--- config.mk ---
export PLATFORM = sky130hd
export DESIGN_NAME = irrxd_decoder
export DESIGN_NICKNAME = d
export VERILOG_FILES = /design/src/logic/irrxd_pkg.sv /design/src/logic/irrxd_decoder.sv
export SDC_FILE = /design/constraint.sdc
export NUM_CORES = 1
export LEC_CHECK = 0
export BUFFER_PORTS_ARGS = -buffer_cell sky130_fd_sc_hd__buf_2
export CORE_UTILIZATION = 48
export DETAILED_ROUTE_END_ITERATION = 12
export GPL_TIMING_DRIVEN = 0
export PLACE_DENSITY = 0.72
export SYNTH_ARGS = -nofsm -noshare
export SYNTH_HDL_FRONTEND = slang
export SYNTH_SLANG_ARGS = --single-unit
--- constraint.sdc ---
create_clock -name mclk -period 1.96 [get_ports mclk]
set_clock_uncertainty 0.15 [all_clocks]
set_input_delay 0 -clock mclk [delete_from_list [all_inputs] [get_ports mclk]]
set_output_delay 0 -clock mclk [all_outputs]
set_load 0.1 [all_outputs]
--- src/logic/irrxd_pkg.sv ---
// Package of constants and types for the infrared receive decoder.
package irrxd_pkg;
    // ==========================================================
    // Baud counter figures.
    localparam int          CNT_W        = 4;
    localparam logic [3:0]  CNT_LAST     = 4'hF;  // Counter runs 0 to 15.
    localparam logic [3:0]  CNT_ZERO     = 4'h0;
    localparam logic [3:0]  CNT_UPDATE   = 4'h8;  // Output updated at count 8.
    localparam logic [3:0]  CNT_WIN_OPEN = 4'hC;  // Window opens at count 12.
    localparam int          BUF_DEPTH    = 2;

    // ==========================================================
    // Decoder states.
    typedef enum logic [1:0] {
        IRRXD_IDLE,
        IRRXD_FIRST,
        IRRXD_SECOND
    } irrxd_state_type;

    // One decoded bit with its handshake.
    typedef struct packed {
        logic valid;
        logic data;
    } irrxd_bit_type;
endpackage

--- src/logic/irrxd_decoder.sv ---
// Infrared receive decoder: pulse demodulator feeding the UART receiver.
`timescale 1ns/1ps
`default_nettype none

module irrxd_decoder (
    input  wire logic mclk,               // System clock, 250 MHz.
    input  wire logic rst_n,              // Synchronous reset, active low.
    input  wire logic baudTick,           // One-cycle pulse per baud clock period.
    input  wire logic infraredCodecEnable,// Codec enable level.
    input  wire logic infraredReceiveLine,// Receive pin, raw infrared or plain UART data.
    input  wire logic bitReady,           // Downstream accepts a decoded bit.
    output logic      uartRxd,            // Serial input to the UART receiver.
    output logic      bitValid,           // A decoded bit waits in the buffer.
    output logic      bitData,            // Value of that bit.
    output logic      decodeReady         // Buffer can take another bit.
);
    // ==========================================================
    // Input synchroniser and edge detector.
    logic sync1_r, sync2_r, prev_r;
    logic fallEdge;

    // The pin is asynchronous to mclk, so it crosses through two flops first.
    // The edge detector and the bypass path read only the second flop; reading the
    // first one anywhere would let a metastable level leak into the decoder.
    // Reset loads the idle (high) level so no false falling edge follows reset.
    // Two flops against metastability; edge taken from the second one only.
    always_ff @(posedge mclk) begin
        if (!rst_n) begin
            sync1_r <= 1'b1;
            sync2_r <= 1'b1;
            prev_r  <= 1'b1;
        end else begin
            sync1_r <= infraredReceiveLine;
            sync2_r <= sync1_r;
            prev_r  <= sync2_r;
        end
    end

    assign fallEdge = prev_r & ~sync2_r;

    // ==========================================================
    // Baud counter and window state machine.
    logic [irrxd_pkg::CNT_W-1:0] cnt_r;
    irrxd_pkg::irrxd_state_type  state_r;
    logic                        pending_r;  // Pulse seen, waiting for count 8.
    logic                        decoded_r;
    logic                        emit;
    logic                        emitVal;

    // Count decoding shared by the emitter and the window state machine.
    // True when the local counter stands at the update point of a bit.
    function automatic logic atUpdate(input logic [irrxd_pkg::CNT_W-1:0] cnt);
        atUpdate = (cnt == irrxd_pkg::CNT_UPDATE);
    endfunction

    // True on the last count before the sampling window opens.
    function automatic logic atWindowEdge(input logic [irrxd_pkg::CNT_W-1:0] cnt);
        atWindowEdge = (cnt == (irrxd_pkg::CNT_WIN_OPEN - 4'h1));
    endfunction

    // The emitter is the only place the decoded level is born; the window state
    // machine only decides whether a pulse was seen, never when the UART sees it.

    // Emit fires at count 8 in either window phase: eight periods after the pulse in FIRST, twenty-four in SECOND.
    assign emit    = baudTick && (state_r != irrxd_pkg::IRRXD_IDLE)
                     && atUpdate(cnt_r) && !fallEdge;
    assign emitVal = ~pending_r;

    // Counter wraps at 15 so a bit lasts sixteen baud periods.
    always_ff @(posedge mclk) begin
        if (!rst_n) begin
            cnt_r <= irrxd_pkg::CNT_ZERO;
        end else if (fallEdge && infraredCodecEnable) begin
            cnt_r <= irrxd_pkg::CNT_ZERO;
        end else if (baudTick) begin
            cnt_r <= (cnt_r == irrxd_pkg::CNT_LAST) ? irrxd_pkg::CNT_ZERO
                                                    : cnt_r + 4'h1;
        end
    end

    // FIRST: from pulse until the window opens at 12; SECOND: window open until 8.
    always_ff @(posedge mclk) begin
        if (!rst_n || !infraredCodecEnable) begin
            state_r   <= irrxd_pkg::IRRXD_IDLE;
            pending_r <= 1'b0;
        end else if (fallEdge && (state_r != irrxd_pkg::IRRXD_FIRST)) begin
            // A pulse in idle or inside the window restarts the cycle.
            state_r   <= irrxd_pkg::IRRXD_FIRST;
            pending_r <= 1'b1;
        end else if (baudTick) begin
            unique case (state_r)
                irrxd_pkg::IRRXD_IDLE: begin
                    pending_r <= 1'b0;
                end
                irrxd_pkg::IRRXD_FIRST: begin
                    if (atUpdate(cnt_r)) begin
                        pending_r <= 1'b0;
                    end
                    if (atWindowEdge(cnt_r)) begin
                        state_r <= irrxd_pkg::IRRXD_SECOND;
                    end
                end
                irrxd_pkg::IRRXD_SECOND: begin
                    // No pulse by count 8: bit is one, return to idle.
                    if (atUpdate(cnt_r)) begin
                        state_r <= irrxd_pkg::IRRXD_IDLE;
                    end
                end
                default: begin
                    state_r <= irrxd_pkg::IRRXD_IDLE;
                end
            endcase
        end
    end

    // Decoded level changes only on emit, reset or disable (both force one), so counter resync never moves UART edges.
    always_ff @(posedge mclk) begin
        if (!rst_n) begin
            decoded_r <= 1'b1;
        end else if (!infraredCodecEnable) begin
            decoded_r <= 1'b1;
        end else if (emit) begin
            decoded_r <= emitVal;
        end
    end

    // The bypass path uses the synchronised pin, so it lags the pin by three
    // clocks; a UART sampling at sixteen baud periods per bit never notices that.
    // UART input: decoder when enabled, else the pin passes straight through.
    always_ff @(posedge mclk) begin
        if (!rst_n) begin
            uartRxd <= 1'b1;
        end else begin
            uartRxd <= infraredCodecEnable ? decoded_r : sync2_r;
        end
    end

    // ==========================================================
    // Two-entry buffer of decoded bits; a receiver stall loses nothing until both entries are full.
    // The handshake is taken at the ports: a bit leaves only when bitValid and
    // bitReady are both high at a rising edge, so no bit goes unseen.
    irrxd_pkg::irrxd_bit_type buf_r   [irrxd_pkg::BUF_DEPTH];
    irrxd_pkg::irrxd_bit_type buf_nxt [irrxd_pkg::BUF_DEPTH];
    logic                     push;
    logic                     pop;

    // Port outputs mirror the buffer exactly, so the handshake can use them.
    assign pop  = bitValid && bitReady;
    // A bit that finds both entries full and no pop is dropped; uartRxd still shows it.
    assign push = emit && (decodeReady || pop);

    // Next contents; entry 0 is the head, entry 1 shifts down when the head leaves.
    // A leaving head keeps its data bit, so bitData stands after the last pop.
    always_comb begin
        buf_nxt[0] = buf_r[0];
        buf_nxt[1] = buf_r[1];
        if (pop) begin
            if (buf_r[1].valid) begin
                buf_nxt[0]       = buf_r[1];
                buf_nxt[1].valid = 1'b0;
            end else begin
                buf_nxt[0].valid = 1'b0;
            end
        end
        if (push) begin
            if (buf_nxt[0].valid) begin
                buf_nxt[1] = '{valid: 1'b1, data: emitVal};
            end else begin
                buf_nxt[0] = '{valid: 1'b1, data: emitVal};
            end
        end
    end

    // Buffer storage; reset leaves both entries empty at the line's high level.
    always_ff @(posedge mclk) begin
        if (!rst_n) begin
            buf_r[0] <= '{valid: 1'b0, data: 1'b1};
            buf_r[1] <= '{valid: 1'b0, data: 1'b1};
        end else begin
            buf_r[0] <= buf_nxt[0];
            buf_r[1] <= buf_nxt[1];
        end
    end

    // Port copies loaded from the same next value, so they never lag the buffer.
    // Keeping them as separate flops keeps every output straight from a register.
    always_ff @(posedge mclk) begin
        if (!rst_n) begin
            bitValid    <= 1'b0;
            bitData     <= 1'b1;
            decodeReady <= 1'b1;
        end else begin
            bitValid    <= buf_nxt[0].valid;
            bitData     <= buf_nxt[0].data;
            decodeReady <= !buf_nxt[1].valid;
        end
    end
endmodule

`default_nettype wire

==> impl_results.md <==
* Synthesis warning total at 0
* Ys async rst share at 0%
* Core area at about 0.0015 sq mm
* Root buffer cell: clkbuf_4
* Pwr per Cell Area at 627 mW/mm^2
* Cells after synthesis at 83
* Setup CP Type: flop to flop
* Commonest cells post-synth: dfxtp_1, nand2_1, nor2_1
* Seq cells post-synth at 17
* Leakage power at 0.359 nW
* RSZ-0062 raised after global routing: no
* DRC at 0
* Synth area leader: dfxtp_1
* Clock period minus final worst setup slack at 1.87 ns
* Sequential-to-total area share from yosys stat at 44.6%
* Proportion of layout cells with a drive suffix above 1 at 25.0%
* Die width at 41.9 microns
* DRT Wirelength at 1420 microns
* Rows at 14
* Outcome: finished clean
* Yosys cell types at 31
* Gr ovfl total at 0
* Top post-synthesis cells by area: dfxtp_1, nand2_1, mux2i_1
* Initial DRC count at 10
* Routed len/inst at about 12 microns
* Worst r2r src: cnt_r[0]
* VDD IR max at 0.401 mV
* Final Instance Area at 957 sq um
* Post-Route M1 WL at 587 microns
* Prevailing post-synth register cell: dfxtp_1
* CTS max path bufs at 2
* GRT Util Overall at 18.8%
* Detail Route Antenna Nets at 0
* Pin count of the biggest net entering global routing at 11
* Vias per cell at ~5.4
* Arrival time worst endpoint at around 1.9 ns
* CP Launch Point: cnt_r[0]
* Worst-Skew Late Latency at 0.29 ns
* CTS tree: built
* Detail Placement HPWL at 951 microns
* Clk sinks at 17
* Final hold violation count at 0
* Mean post-synth cell area at 9.20 sq um
* Layout Area Growth over Synthesis at 25.4%
* Cell area after synthesis at 763 sq um
* Synth top area share at between 40% and 50%
* Die Y at between 40 and 50 microns
* Placer congestion estimate at 0.777
* Worst setup SP type: flop
* Placed inst area at 826 sq um
* # nets final at 113
* Setup TNS Final at 0 ns
* Rel. slew slack at 68.0%
* Worst-path clk slew at 0.10 ns
* Hold Crit Class: flop to flop
* Hold wc startpoint: sync1_r
* Port buffer count at 8
* Starting Density at 51.3%
* Highest metal used: met4
* Vias in the first global route at 614
* Initial antenna violation count at 0
* DR WL met2 at between 700 and 800 microns
* Antenna fix cells at 0
* Syn_nets at 91
* Tcrit/Tclk final at between 90% and 100%
* Fmax achieved at 0.535 GHz
* Critical path fanouts, max at 4
* EDFF count, synth at 0
* Via count at 645
* Routed wire length on met3 at 61 microns
* Hold path depth at 1
* Crit end category: flop
* R2R cell count at 6
* Most numerous cell in the Yosys netlist: dfxtp_1
* Fin. max-slew vios at 0
* Die Area at ~0.0018 sq mm
* R2R setup slack at about 0.09 ns
* First-pass GRT wire length at 2480 microns
* CTS Buf Count at 3
* Max_cap viols at 0
* Power, Total at 0.601 mW
* WP data required at 1.99 ns
* Drt first pass iters at 4
* # H-tree levels at 1
* Worst-Margin Slew at 0.483 ns
* Final setup violation count at 0
* Io pins at 10
-- state kept, by name (all words and copies together), names as in the netlist --
signal and flops:
sync2_r 1, buf_r 4, decoded_r 1, cnt_r 4, state_r 2, prev_r 1
pending_r 1, uartRxd 1, decodeReady 1, sync1_r 1
-- layout by cell type, fill, tap and decap left out, drive strengths merged, types with 2 or more instances in the layout --
master	instances
nand3	4
inv	4
ha	2
nand2	11
buf	12
dfxtp	17
dlygate4sd3	6
o21ai	6
mux2i	3
nand2b	4
a21oi	3
clkbuf	5
nand4b	2
nor2	7
mux2	3
a211oi	2
a21boi	2
-- timing repair --
action | 4_1_cts | 5_1_grt
endpoints found under the hold margin | 13 | 0
buffers inserted | 0 | 3
hold buffers | 6 | 0
gates resized for setup | 1 | 4
endpoints found under the setup margin | 2 | 2
pin swaps | 1 | 2
-- metal layers --
metal	track usage [%]	vias to the layer above
met5	0	-
met2	34.7	16
met1	18.7	296
met3	6.52	4
li1	-	329
met4	7.74	0
-- final timing paths --
check / end
setup / recovery: buf_r[0][2]
hold / removal: sync2_r
setup reg to reg: buf_r[0][2]
hold reg to reg: sync2_r
-- through the flow --
step | setup slack, ns | hold WS, ns | utilization (%) | std cells
floorplan | 0.111 | -0.0485 | - | 83
global placement | 0.00710 | 0.0354 | 55.5 | 107
detailed placement | -0.0408 | 0.0360 | 55.5 | 107
CTS | 0.0136 | 0.269 | 61.6 | 117
global route | 0.0201 | 0.261 | 64.3 | 120
finish | 0.0904 | 0.270 | 64.3 | 120
-- cells by family after synthesis --
group | count (synthesis) | synth area share [%]
mux | 6 | 8.36
xor+xnor | 1 | 1.15
buf+inv | 6 | 3.93
compound gates | 16 | 13.1
fa+ha+maj | 2 | 3.28
flops | 17 | 44.6
simple gates | 35 | 25.6
-- critical path: stages (launching register included) --
cell      delay (ns)
dfxtp_2         0.34
inv_2           0.09
ha_4            0.13
nand4b_1        0.12
or3_4           0.39
nor3_4          0.22
mux2_4          0.32
-- final cells by class --
type	instances	area [sq um]
plain buffers	2	15.0
multi-input cells	60	414
inverters	4	15.0
repair buffers	17	123
fillers	138	532
well taps	16	20.0
clock buffers	4	26.3
flip-flops and latches	17	344
-- power by group --
part | internal, mW | switching [mW] | leakage [nW]
sequential | 0.352 | 0.00552 | 0.139
clock | 0.0791 | 0.106 | 0.0150
combinational | 0.0289 | 0.0284 | 0.206
total | 0.460 | 0.140 | 0.359
No activity file was read; power rests on OpenSTA's default activity.
